`src/verilog/fedi_defs.svh`:
```
// Register map, field positions and timing constants of the event and interrupt block.
`ifndef FEDI_DEFS_SVH
`define FEDI_DEFS_SVH

// ****************************************************************************
// Register pages and addresses
// ****************************************************************************
`define FEDI_PAGE_CTL 4'h1
`define FEDI_PAGE_STAT 4'h3
`define FEDI_PAGE_LATCH 4'h4
`define FEDI_PAGE_HDLC 4'hB
`define FEDI_ADDR_RESET_CTL 5'h1A
`define FEDI_ADDR_MASK0 5'h1B
`define FEDI_ADDR_MASK1 5'h1C
`define FEDI_ADDR_MASK2 5'h1D
`define FEDI_ADDR_MASK3 5'h1E
`define FEDI_ADDR_HDLC_MASK 5'h16
`define FEDI_ADDR_HDLC_INT 5'h17
`define FEDI_ADDR_SYNC_STAT 5'h10
`define FEDI_ADDR_ALARM_STAT 5'h11
`define FEDI_ADDR_FAS_WORD 5'h12
`define FEDI_ADDR_NFAS_MFAS 5'h13
`define FEDI_ADDR_ALARM_LATCH 5'h12
`define FEDI_ADDR_INT0 5'h13
`define FEDI_ADDR_INT1 5'h14
`define FEDI_ADDR_INT2 5'h15
`define FEDI_ADDR_INT3 5'h16

// ****************************************************************************
// Field positions and reset values
// ****************************************************************************
`define FEDI_CTL_RST 7
`define FEDI_CTL_INTERRUPT_SUSPEND_BIT 6
`define FEDI_CTL_INTERRUPT_ACKNOWLEDGE_BIT 5
`define FEDI_SYNC_SEF 5
`define FEDI_ALM_LOOPBACK_DISABLE_DETECTED 0
`define FEDI_ALM_LOOPBACK_ENABLE_DETECTED 1
`define FEDI_ALM_PDV 2
`define FEDI_W0_SEI 2
`define FEDI_W1_DENSITY_VIOLATION_INT 0
`define FEDI_W3_LCDI 4
`define FEDI_W3_ONESEC 3
`define FEDI_RESET_BYTE 8'h00
`define FEDI_FAS_PATTERN 7'h1B

// ****************************************************************************
// Pattern and timing figures
// ****************************************************************************
`define FEDI_CLK_HZ 20000000
`define FEDI_ONE_SEC_S 1
`define FEDI_LOOP_PERSIST_MS 48
`define FEDI_MS_PER_S 1000
`define FEDI_SEF_WINDOW 6
`define FEDI_DENS_RUN 16
`define FEDI_DENS_MAX_N 23
`define FEDI_LOOP_ON_PERIOD 5
`define FEDI_LOOP_OFF_PERIOD 3

`endif

```
`src/verilog/fedi_pkg.sv`:
```
// Types shared by the event and interrupt block.
package fedi_pkg;

  typedef logic [7:0] fedi_byte_t;

  typedef logic [4:0][7:0] fedi_words_t;

  typedef struct packed {
    logic cs;
    logic rd;
    logic wr;
    logic [3:0] page;
    logic [4:0] addr;
    logic [7:0] wdata;
  } fedi_bus_req_s;

  typedef struct packed {
    logic valid;
    logic data;
    logic fbit;
  } fedi_line_s;

  typedef struct packed {
    logic valid;
    logic error;
  } fedi_fbit_s;

  typedef struct packed {
    logic ts0_valid;
    logic fas_frame;
    logic [7:0] ts0_byte;
    logic ts16_valid;
    logic [7:0] ts16_byte;
  } fedi_e1_s;

endpackage : fedi_pkg

```
`src/verilog/fedi_loop_det.sv`:
```
// Repeating one-in-PERIOD loop code detector with a persistence timer.
`timescale 1ns/1ps
`default_nettype none
`include "fedi_defs.svh"

module fedi_loop_det #(
  parameter int unsigned PERIOD = `FEDI_LOOP_ON_PERIOD,
  parameter int unsigned PERSIST = 960000
) (
  input wire logic clk,
  input wire logic reset,
  input wire logic bit_valid,
  input wire logic bit_in,
  input wire logic skip,
  output logic detected
);

  localparam int unsigned CW = $clog2(PERSIST + 1);

  logic [PERIOD-1:0] window;
  logic [CW-1:0] persist_cnt;
  logic in_pattern;

  // ****************************************************************************
  // A sliding window that stays one-hot can only hold a repeating 0..01 code.
  // ****************************************************************************
  assign in_pattern = $onehot(window);

  always_ff @(posedge clk) begin
    if (reset) begin
      window <= '0;
    end else if (bit_valid && !skip) begin
      window <= {window[PERIOD-2:0], bit_in};
    end
  end

  always_ff @(posedge clk) begin
    if (reset || !in_pattern) begin
      persist_cnt <= '0;
      detected <= 1'b0;
    end else if (persist_cnt == CW'(PERSIST)) begin
      detected <= 1'b1;
    end else begin
      persist_cnt <= persist_cnt + CW'(1);
    end
  end

endmodule : fedi_loop_det

`default_nettype wire

```
`src/verilog/fedi_event_irq.sv`:
```
// Receive event detection and maskable interrupt logic of the framer.
// Functional notes
// - T1: toggle errored-frame bit on two framing errors within six framing bits.
// - T1: recognise framed or unframed 00001 activate and 001 deactivate loop codes.
// - Set loopback disable detected after 001 code persists 48 ms.
// - Set loopback enable detected after 00001 code persists 48 ms.
// - T1: toggle density violation flag on sixteen consecutive zeros.
// - Toggle density flag when 8(N+1) bits hold under N ones, N 1..23.
// - Keep a one-second timer from the 20 MHz clock raising interrupts.
// - E1: flag event when two alignment words in a row are errored.
// - E1: take timeslot zero bits two to eight, compare with 0011011.
// - E1: extract non-alignment bit two of timeslot zero.
// - E1: extract bits one to four of timeslot sixteen, frame zero.
// - Each source has mask and interrupt bit; unmasked event pulls request low.
// - Reading an interrupt register clears it.
// - With all interrupt registers clear the request output floats.
// - Toggling the acknowledge bit clears interrupts and releases the request.
// - Four mask words at 1BH..1EH plus a separate HDLC mask.
// - Reset pin or reset bit masks every interrupt source.
// - Suspend bit suppresses interrupts without touching mask words.
// - Transmit all ones pin low clears every pending interrupt.
// - Alarm latch bits set on alarms and hold until read.
`timescale 1ns/1ps
`default_nettype none
`include "fedi_defs.svh"

module fedi_event_irq #(
  parameter int unsigned ONE_SEC_CYCLES = `FEDI_CLK_HZ * `FEDI_ONE_SEC_S,
  parameter int unsigned LOOP_PERSIST_CYCLES =
    (`FEDI_CLK_HZ / `FEDI_MS_PER_S) * `FEDI_LOOP_PERSIST_MS,
  parameter int unsigned SEF_WINDOW = `FEDI_SEF_WINDOW,
  parameter int unsigned DENS_RUN = `FEDI_DENS_RUN,
  parameter int unsigned DENS_MAX_N = `FEDI_DENS_MAX_N
) (
  input wire logic clk,
  input wire logic reset,
  input wire logic e1_mode,
  input wire fedi_pkg::fedi_bus_req_s bus,
  input wire fedi_pkg::fedi_line_s line,
  input wire fedi_pkg::fedi_fbit_s t1_fbit,
  input wire fedi_pkg::fedi_e1_s e1,
  input wire fedi_pkg::fedi_words_t ext_events,
  input wire logic [7:0] alarm_levels,
  input wire logic transmit_all_ones_pin_n,
  output logic [7:0] bus_rdata,
  output logic irq_n_out,
  output logic irq_oe
);

  localparam int unsigned NW = 5;
  localparam int unsigned SEC_W = $clog2(ONE_SEC_CYCLES);
  localparam logic [3:0] MASK_PAGE [NW] = '{`FEDI_PAGE_CTL, `FEDI_PAGE_CTL,
    `FEDI_PAGE_CTL, `FEDI_PAGE_CTL, `FEDI_PAGE_HDLC};
  localparam logic [4:0] MASK_ADDR [NW] = '{`FEDI_ADDR_MASK0, `FEDI_ADDR_MASK1,
    `FEDI_ADDR_MASK2, `FEDI_ADDR_MASK3, `FEDI_ADDR_HDLC_MASK};
  localparam logic [3:0] INT_PAGE [NW] = '{`FEDI_PAGE_LATCH, `FEDI_PAGE_LATCH,
    `FEDI_PAGE_LATCH, `FEDI_PAGE_LATCH, `FEDI_PAGE_HDLC};
  localparam logic [4:0] INT_ADDR [NW] = '{`FEDI_ADDR_INT0, `FEDI_ADDR_INT1,
    `FEDI_ADDR_INT2, `FEDI_ADDR_INT3, `FEDI_ADDR_HDLC_INT};

  logic transmit_all_ones_pin_meta;
  logic transmit_all_ones_pin_sync;
  logic [7:0] ctl_reg;
  logic interrupt_acknowledge_bit_prev;
  logic soft_rst;
  logic interrupt_suspend_bit;
  logic rd_hit;
  logic wr_hit;
  logic [7:0] mask_reg [NW];
  logic [7:0] int_reg [NW];
  logic [7:0] next_int [NW];
  logic [NW-1:0] rd_int;
  logic [7:0] next_rdata;
  logic [7:0] alarm_latch;
  logic [SEF_WINDOW-2:0] fb_hist;
  logic sef_toggle;
  logic sef_event;
  logic [7:0] one_age [DENS_MAX_N];
  logic [7:0] bits_seen;
  logic [4:0] zero_run;
  logic [DENS_MAX_N:0] viol_vec;
  logic viol_prev;
  logic pdv_toggle;
  logic pdv_event;
  logic off_u;
  logic off_f;
  logic on_u;
  logic on_f;
  logic loopback_disable_detected;
  logic loopback_enable_detected;
  logic lcd_event;
  logic [SEC_W-1:0] sec_cnt;
  logic one_sec_event;
  logic [6:0] fas_word;
  logic fas_err_prev;
  logic consec_err;
  logic consecutive_alignment_error_event;
  logic nfas_bit;
  logic [3:0] mfas_bits;
  logic t1_bit;
  fedi_pkg::fedi_words_t ev_own;

  function automatic logic [7:0] sat_inc(input logic [7:0] a);
    sat_inc = (a == 8'hFF) ? a : a + 8'h01;
  endfunction : sat_inc

  // ****************************************************************************
  // Pin synchroniser, control word and reset scope
  // ****************************************************************************
  always_ff @(posedge clk) begin
    if (reset) begin
      transmit_all_ones_pin_meta <= 1'b1;
      transmit_all_ones_pin_sync <= 1'b1;
    end else begin
      transmit_all_ones_pin_meta <= transmit_all_ones_pin_n;
      transmit_all_ones_pin_sync <= transmit_all_ones_pin_meta;
    end
  end

  assign rd_hit = bus.cs && bus.rd;
  assign wr_hit = bus.cs && bus.wr;
  assign soft_rst = reset || ctl_reg[`FEDI_CTL_RST];
  assign interrupt_suspend_bit = ctl_reg[`FEDI_CTL_INTERRUPT_SUSPEND_BIT];
  assign t1_bit = line.valid && !e1_mode;

  always_ff @(posedge clk) begin
    if (reset) begin
      ctl_reg <= `FEDI_RESET_BYTE;
      interrupt_acknowledge_bit_prev <= 1'b0;
    end else begin
      if (wr_hit && bus.page == `FEDI_PAGE_CTL && bus.addr == `FEDI_ADDR_RESET_CTL) begin
        ctl_reg <= bus.wdata;
      end
      interrupt_acknowledge_bit_prev <= ctl_reg[`FEDI_CTL_INTERRUPT_ACKNOWLEDGE_BIT];
    end
  end

  // ****************************************************************************
  // Mask words
  // ****************************************************************************
  always_ff @(posedge clk) begin
    for (int i = 0; i < NW; i++) begin
      if (soft_rst) begin
        mask_reg[i] <= `FEDI_RESET_BYTE;
      end else if (wr_hit && bus.page == MASK_PAGE[i] && bus.addr == MASK_ADDR[i]) begin
        mask_reg[i] <= bus.wdata;
      end
    end
  end

  // ****************************************************************************
  // T1 severely errored framing
  // ****************************************************************************
  always_ff @(posedge clk) begin
    if (soft_rst) begin
      fb_hist <= '0;
      sef_toggle <= 1'b0;
      sef_event <= 1'b0;
    end else begin
      sef_event <= 1'b0;
      if (t1_fbit.valid && !e1_mode) begin
        fb_hist <= {fb_hist[SEF_WINDOW-3:0], t1_fbit.error};
        if (t1_fbit.error && |fb_hist) begin
          sef_toggle <= !sef_toggle;
          sef_event <= 1'b1;
        end
      end
    end
  end

  // ****************************************************************************
  // T1 pulse density: ages of the most recent ones and the zero run
  // ****************************************************************************
  always_ff @(posedge clk) begin
    if (soft_rst) begin
      bits_seen <= '0;
      zero_run <= '0;
      for (int k = 0; k < DENS_MAX_N; k++) begin
        one_age[k] <= 8'hFF;
      end
    end else if (t1_bit) begin
      bits_seen <= sat_inc(bits_seen);
      if (line.data) begin
        zero_run <= '0;
        one_age[0] <= 8'h00;
        for (int k = 1; k < DENS_MAX_N; k++) begin
          one_age[k] <= sat_inc(one_age[k-1]);
        end
      end else begin
        if (zero_run != 5'(DENS_RUN)) begin
          zero_run <= zero_run + 5'h01;
        end
        for (int k = 0; k < DENS_MAX_N; k++) begin
          one_age[k] <= sat_inc(one_age[k]);
        end
      end
    end
  end

  assign viol_vec[0] = (zero_run == 5'(DENS_RUN));

  for (genvar n = 1; n <= DENS_MAX_N; n++) begin : g_dens
    localparam logic [7:0] WIN = 8'(8 * (n + 1));
    assign viol_vec[n] = (bits_seen >= WIN) && (sat_inc(one_age[n-1]) > WIN);
  end

  always_ff @(posedge clk) begin
    if (soft_rst) begin
      viol_prev <= 1'b0;
      pdv_toggle <= 1'b0;
      pdv_event <= 1'b0;
    end else begin
      viol_prev <= |viol_vec;
      pdv_event <= (|viol_vec) && !viol_prev && !e1_mode;
      if ((|viol_vec) && !viol_prev && !e1_mode) begin
        pdv_toggle <= !pdv_toggle;
      end
    end
  end

  // ****************************************************************************
  // T1 line loopback codes
  // ****************************************************************************
  fedi_loop_det #(.PERIOD(`FEDI_LOOP_OFF_PERIOD), .PERSIST(LOOP_PERSIST_CYCLES)) u_off_u (
    .clk(clk), .reset(soft_rst), .bit_valid(t1_bit), .bit_in(line.data),
    .skip(1'b0), .detected(off_u));
  fedi_loop_det #(.PERIOD(`FEDI_LOOP_OFF_PERIOD), .PERSIST(LOOP_PERSIST_CYCLES)) u_off_f (
    .clk(clk), .reset(soft_rst), .bit_valid(t1_bit), .bit_in(line.data),
    .skip(line.fbit), .detected(off_f));
  fedi_loop_det #(.PERIOD(`FEDI_LOOP_ON_PERIOD), .PERSIST(LOOP_PERSIST_CYCLES)) u_on_u (
    .clk(clk), .reset(soft_rst), .bit_valid(t1_bit), .bit_in(line.data),
    .skip(1'b0), .detected(on_u));
  fedi_loop_det #(.PERIOD(`FEDI_LOOP_ON_PERIOD), .PERSIST(LOOP_PERSIST_CYCLES)) u_on_f (
    .clk(clk), .reset(soft_rst), .bit_valid(t1_bit), .bit_in(line.data),
    .skip(line.fbit), .detected(on_f));

  always_ff @(posedge clk) begin
    if (soft_rst) begin
      loopback_disable_detected <= 1'b0;
      loopback_enable_detected <= 1'b0;
      lcd_event <= 1'b0;
    end else begin
      loopback_disable_detected <= off_u || off_f;
      loopback_enable_detected <= on_u || on_f;
      lcd_event <= ((off_u || off_f) && !loopback_disable_detected) || ((on_u || on_f) && !loopback_enable_detected);
    end
  end

  // ****************************************************************************
  // One-second timer
  // ****************************************************************************
  always_ff @(posedge clk) begin
    if (soft_rst) begin
      sec_cnt <= '0;
      one_sec_event <= 1'b0;
    end else if (sec_cnt == SEC_W'(ONE_SEC_CYCLES - 1)) begin
      sec_cnt <= '0;
      one_sec_event <= 1'b1;
    end else begin
      sec_cnt <= sec_cnt + SEC_W'(1);
      one_sec_event <= 1'b0;
    end
  end

  // ****************************************************************************
  // E1 alignment signals
  // ****************************************************************************
  always_ff @(posedge clk) begin
    if (soft_rst) begin
      fas_word <= '0;
      fas_err_prev <= 1'b0;
      consec_err <= 1'b0;
      consecutive_alignment_error_event <= 1'b0;
      nfas_bit <= 1'b0;
      mfas_bits <= '0;
    end else begin
      consecutive_alignment_error_event <= 1'b0;
      if (e1_mode && e1.ts0_valid && e1.fas_frame) begin
        fas_word <= e1.ts0_byte[6:0];
        fas_err_prev <= (e1.ts0_byte[6:0] != `FEDI_FAS_PATTERN);
        consec_err <= fas_err_prev && (e1.ts0_byte[6:0] != `FEDI_FAS_PATTERN);
        consecutive_alignment_error_event <= fas_err_prev && (e1.ts0_byte[6:0] != `FEDI_FAS_PATTERN);
      end
      if (e1_mode && e1.ts0_valid && !e1.fas_frame) begin
        nfas_bit <= e1.ts0_byte[6];
      end
      if (e1_mode && e1.ts16_valid) begin
        mfas_bits <= e1.ts16_byte[7:4];
      end
    end
  end

  // ****************************************************************************
  // Interrupt registers and request output
  // ****************************************************************************
  always_comb begin
    ev_own = '0;
    ev_own[0][`FEDI_W0_SEI] = e1_mode ? consecutive_alignment_error_event : sef_event;
    ev_own[1][`FEDI_W1_DENSITY_VIOLATION_INT] = pdv_event;
    ev_own[3][`FEDI_W3_LCDI] = lcd_event;
    ev_own[3][`FEDI_W3_ONESEC] = one_sec_event;
  end

  always_comb begin
    for (int i = 0; i < NW; i++) begin
      rd_int[i] = rd_hit && bus.page == INT_PAGE[i] && bus.addr == INT_ADDR[i];
      next_int[i] = int_reg[i];
      if (rd_int[i] || (ctl_reg[`FEDI_CTL_INTERRUPT_ACKNOWLEDGE_BIT] != interrupt_acknowledge_bit_prev)) begin
        next_int[i] = `FEDI_RESET_BYTE;
      end
      if (!interrupt_suspend_bit) begin
        next_int[i] = next_int[i] | ((ext_events[i] | ev_own[i]) & mask_reg[i]);
      end
      if (!transmit_all_ones_pin_sync) begin
        next_int[i] = `FEDI_RESET_BYTE;
      end
    end
  end

  always_ff @(posedge clk) begin
    if (soft_rst) begin
      for (int i = 0; i < NW; i++) begin
        int_reg[i] <= `FEDI_RESET_BYTE;
      end
      irq_oe <= 1'b0;
    end else begin
      for (int i = 0; i < NW; i++) begin
        int_reg[i] <= next_int[i];
      end
      irq_oe <= !interrupt_suspend_bit && ((|next_int[0]) || (|next_int[1]) || (|next_int[2]) ||
        (|next_int[3]) || (|next_int[4]));
    end
  end

  always_ff @(posedge clk) begin
    irq_n_out <= 1'b0;
  end

  // ****************************************************************************
  // Alarm reporting latch and register reads
  // ****************************************************************************
  always_ff @(posedge clk) begin
    if (soft_rst) begin
      alarm_latch <= `FEDI_RESET_BYTE;
    end else if (rd_hit && bus.page == `FEDI_PAGE_LATCH && bus.addr == `FEDI_ADDR_ALARM_LATCH) begin
      alarm_latch <= alarm_levels;
    end else begin
      alarm_latch <= alarm_latch | alarm_levels;
    end
  end

  always_comb begin
    next_rdata = 8'h00;
    if (bus.page == `FEDI_PAGE_CTL && bus.addr == `FEDI_ADDR_RESET_CTL) begin
      next_rdata = ctl_reg;
    end
    if (bus.page == `FEDI_PAGE_STAT && bus.addr == `FEDI_ADDR_SYNC_STAT) begin
      next_rdata[`FEDI_SYNC_SEF] = sef_toggle;
    end
    if (bus.page == `FEDI_PAGE_STAT && bus.addr == `FEDI_ADDR_ALARM_STAT) begin
      next_rdata[`FEDI_ALM_LOOPBACK_DISABLE_DETECTED] = loopback_disable_detected;
      next_rdata[`FEDI_ALM_LOOPBACK_ENABLE_DETECTED] = loopback_enable_detected;
      next_rdata[`FEDI_ALM_PDV] = pdv_toggle;
    end
    if (bus.page == `FEDI_PAGE_STAT && bus.addr == `FEDI_ADDR_FAS_WORD) begin
      next_rdata = {1'b0, fas_word};
    end
    if (bus.page == `FEDI_PAGE_STAT && bus.addr == `FEDI_ADDR_NFAS_MFAS) begin
      next_rdata = {mfas_bits, nfas_bit, consec_err, 2'b00};
    end
    if (bus.page == `FEDI_PAGE_LATCH && bus.addr == `FEDI_ADDR_ALARM_LATCH) begin
      next_rdata = alarm_latch;
    end
    for (int i = 0; i < NW; i++) begin
      if (bus.page == MASK_PAGE[i] && bus.addr == MASK_ADDR[i]) begin
        next_rdata = mask_reg[i];
      end
      if (bus.page == INT_PAGE[i] && bus.addr == INT_ADDR[i]) begin
        next_rdata = int_reg[i];
      end
    end
  end

  always_ff @(posedge clk) begin
    if (reset) begin
      bus_rdata <= 8'h00;
    end else if (rd_hit) begin
      bus_rdata <= next_rdata;
    end
  end

endmodule : fedi_event_irq

`default_nettype wire

```
`config.mk`:
```
export PLATFORM = sky130hd
export DESIGN_NAME = fedi_event_irq
export DESIGN_NICKNAME = d
export VERILOG_FILES = /design/src/verilog/fedi_pkg.sv /design/src/verilog/fedi_loop_det.sv /design/src/verilog/fedi_event_irq.sv
export VERILOG_INCLUDE_DIRS = /design/src /design/src/verilog
export SDC_FILE = /design/constraint.sdc
export NUM_CORES = 1
export LEC_CHECK = 0
export ABC_AREA = 1
export BUFFER_PORTS_ARGS = -buffer_cell sky130_fd_sc_hd__clkbuf_2
export CORE_MARGIN = 2
export CORE_UTILIZATION = 50
export DETAILED_ROUTE_END_ITERATION = 10
export PLACE_DENSITY = 0.75
export SLEW_MARGIN = 20
export SYNTH_ARGS = -nofsm -noshare
export SYNTH_HDL_FRONTEND = slang
export SYNTH_SLANG_ARGS = --single-unit
```
`constraint.sdc`:
```
create_clock -name clk -period 6.75 [get_ports clk]
set_clock_uncertainty 0.1 [all_clocks]
set_input_delay 0.3375 -clock clk [delete_from_list [all_inputs] [get_ports clk]]
set_output_delay 0.3375 -clock clk [all_outputs]
set_load 0.05 [all_outputs]
```
==> impl_metrics.ini <==
[floorplan]
start_util_pct = 50.6
pin_count = 106
coreArea_um2 = 51400
die_area_um2 = 53800
die_y_um = 232
rows = 83
die_w_um = 232

[pwr]
p_comb_share_pct = 13.1
p_leak_nw = 12.5
total_power_mw = 6.69
powerDensity_nw_per_um2 = 228
swShare_pct = 26.9
internal_power_mw = 4.89
seqPwrFrac_pct = 45.7
ir_drop_mv = 0.171
net-switching-power_mw = 1.80
pwr-share-clk_pct = 41.2

[yosys]
syn_area_per_cell_um2 = 7.46
synth_seq_cells = 453
yosysMostFrequentCell = nand2_1
ys_warn_count = 0
synth_largest_area_cell = edfxtp_1
syn_nets = 3628
post_synth_instance_area_um2 = 26000
synth_cell_types = 60
synth_edf_count = 224
synth_area_leaders = edfxtp_1 (26%), dfxtp_1 (18%), nand2_1 (11%)
synth_top_flop_cell = dfxtp_1
synth_top_area_share_pct = 25.9
synthCells = 3486
ys_top_cells_by_count = nand2_1 (763), inv_1 (573), nor2_1 (390)
ys_seq_area_share_pct = 43.5
async_reset_ff_share_pct = 0

[final_layout]
multi_input_area_um2 = 12200
final_core_util_pct = 57.0
largest_reg_flops = 184
area_growth_pct = 12.7
num-nets-final = 3769
register_area_um2 = 11300
drive_gt1_share_pct = 8.81
final_cell_area_um2 = 29300
fill_cells = 4715
diodes = 0

[worst_hold_path]
hp-class = in -> reg
min_from = ext_events[11]

[placement]
placed_area_um2 = 27200
place_hpwl_um = 44500
pre_cts_ws_ns = 2.57
place.gp.congestion = 0.933
place.port_buffers = 99

[sta]
finalMaxSlewViolations = 0
relSlewSlack_pct = 25.9
max_freq_ghz = 0.281
fin_ws_ns = 3.19
timing_hold_violations_final = 0
setup_violations = 0
tns_ns = 0
fin_crit_sh_pct = 52.7
tightest_slew_ns = 1.11
rsz0062_at_grt = false
fin_crit_ns = 3.56

[drt]
drt_pre_antenna_iters = 6
wire_per_inst_um = 14.9
first_iter_violations = 1894
drc = 0
routed_wl_um = 64700
vias = 23300
ant_nets = 0
via_per_inst = 5.35

[flow_run]
drv_cap = 0

[cts]
cts.htree.levels = 2
cts_tree = done
clock_path_buffers = 3
clk_latency_ns = 0.60
clk_pin_slew_worst_paths_ns = 0.06
cts.sinks = 453
cts_buffers = 49
clockRootBuffer = clkbuf_16
cts_resized = 0
cts_setup_buffers = 0

[critical_path]
crit_fanout = 43
critPathKind = in -> reg
cp.required_ns = 7.07
r2r_start = ctl_reg[7]$_SDFFE_PP0P_
end_kind = flip-flop
worstPathArrival_ns = 3.87
startpoint = e1_mode
start_kind = primary input

[grt]
overflow = 0
grt.total_usage_pct = 23.8
grt_max_degree = 87
antenna_found_initial = 0
grt_first_pass_wirelength_um = 105000
grt_pass1_vias = 21700

[status]
status = finished clean
worst paths after layout:
check / endpoint / slack (ns) / cells past startpoint
hold reg to reg: sec_cnt[0]$_SDFF_PP0_ / 0.34 / 1
setup reg to reg: one_age[0][150]$_SDFFCE_PP1P_ / 3.21 / 9
hold / removal: int_reg[0][11]$_SDFF_PP0_ / 0.02 / 5
setup / recovery: one_age[0][150]$_SDFFCE_PP1P_ / 3.19 / 10
cell type report:
class	count	share of cell area [%]
clock buffers	75	4.98
well taps	680	2.90
clock inverters	16	0.636
multi-input cells	2372	41.6
inverters	591	7.58
repair buffers	160	3.67
flip-flops and latches	453	38.6
what timing repair did:
item	CTS	global route
hold endpoints to repair	50	0
setup endpoints to repair	0	0
hold buffers	49	0
power groups by stage:
stage	Sequential (mW)	Clock, mW	Combinational, mW
finish	3.05	2.76	0.878
CTS	3.05	2.80	0.868
detailed placement	3.11	0	0.841
global route	3.06	2.90	0.994
global placement	3.11	0	0.829
floorplan	3.11	0	0.628
routing by layer:
layer | global-route usage, % | wire length, um
met2 | 38.1 | 29100
met1 | 32.3 | 29000
met4 | 8.03 | 1760
met3 | 4.42 | 4750
met5 | 0 | 0
logic make-up (layout without fill, tap and decap cells):
logic type / after synthesis / in the layout / share of synthesized area, %
AND/OR/NAND/NOR: 1670 / 1670 / 29.0
buffers and inverters: 661 / 842 / 9.69
AO/OA/AOI/OAI: 585 / 585 / 13.1
flip-flops: 453 / 453 / 43.5
XOR/XNOR: 70 / 70 / 2.36
adder cells (fa/ha/maj): 46 / 46 / 2.39
other: 1 / 1 / 0.0144
worst max-delay path, stage by stage:
cell and delay [ns]:
clkbuf_2 0.13, inv_2 0.10, nand2_1 0.39, nor2_4 0.43, inv_2 0.13, nor2_4 0.11
clkinv_2 0.53, nand2_1 1.01, inv_2 0.40, a22oi_1 0.28
metrics by stage:
stage	instances	hold slack [ns]
6_report	4347	0.0214
5_1_grt	4347	0.0205
4_1_cts	4347	0.000377
3_5_place_dp	4207	0.330
3_3_place_gp	4207	0.291
2_1_floorplan	3486	0.289
layout by cell type, fill, tap and decap left out, types with 22 or more instances in the layout:
cell type,Yosys,routed
dfxtp_1,229,229
nor3_1,53,53
xnor2_1,23,23
ha_1,40,40
edfxtp_1,224,224
o22ai_1,92,92
o21ai_0,166,162
clkbuf_2,0,99
nand4_1,73,73
a22oi_1,60,60
clkbuf_16,0,52
inv_1,573,573
nor2_2,22,22
nand3_1,224,224
xor2_1,47,47
a21oi_1,177,177
nor2_1,390,388
dlygate4sd3_1,0,49
nand2_1,763,762
No activity file was read; power rests on OpenSTA's default activity.
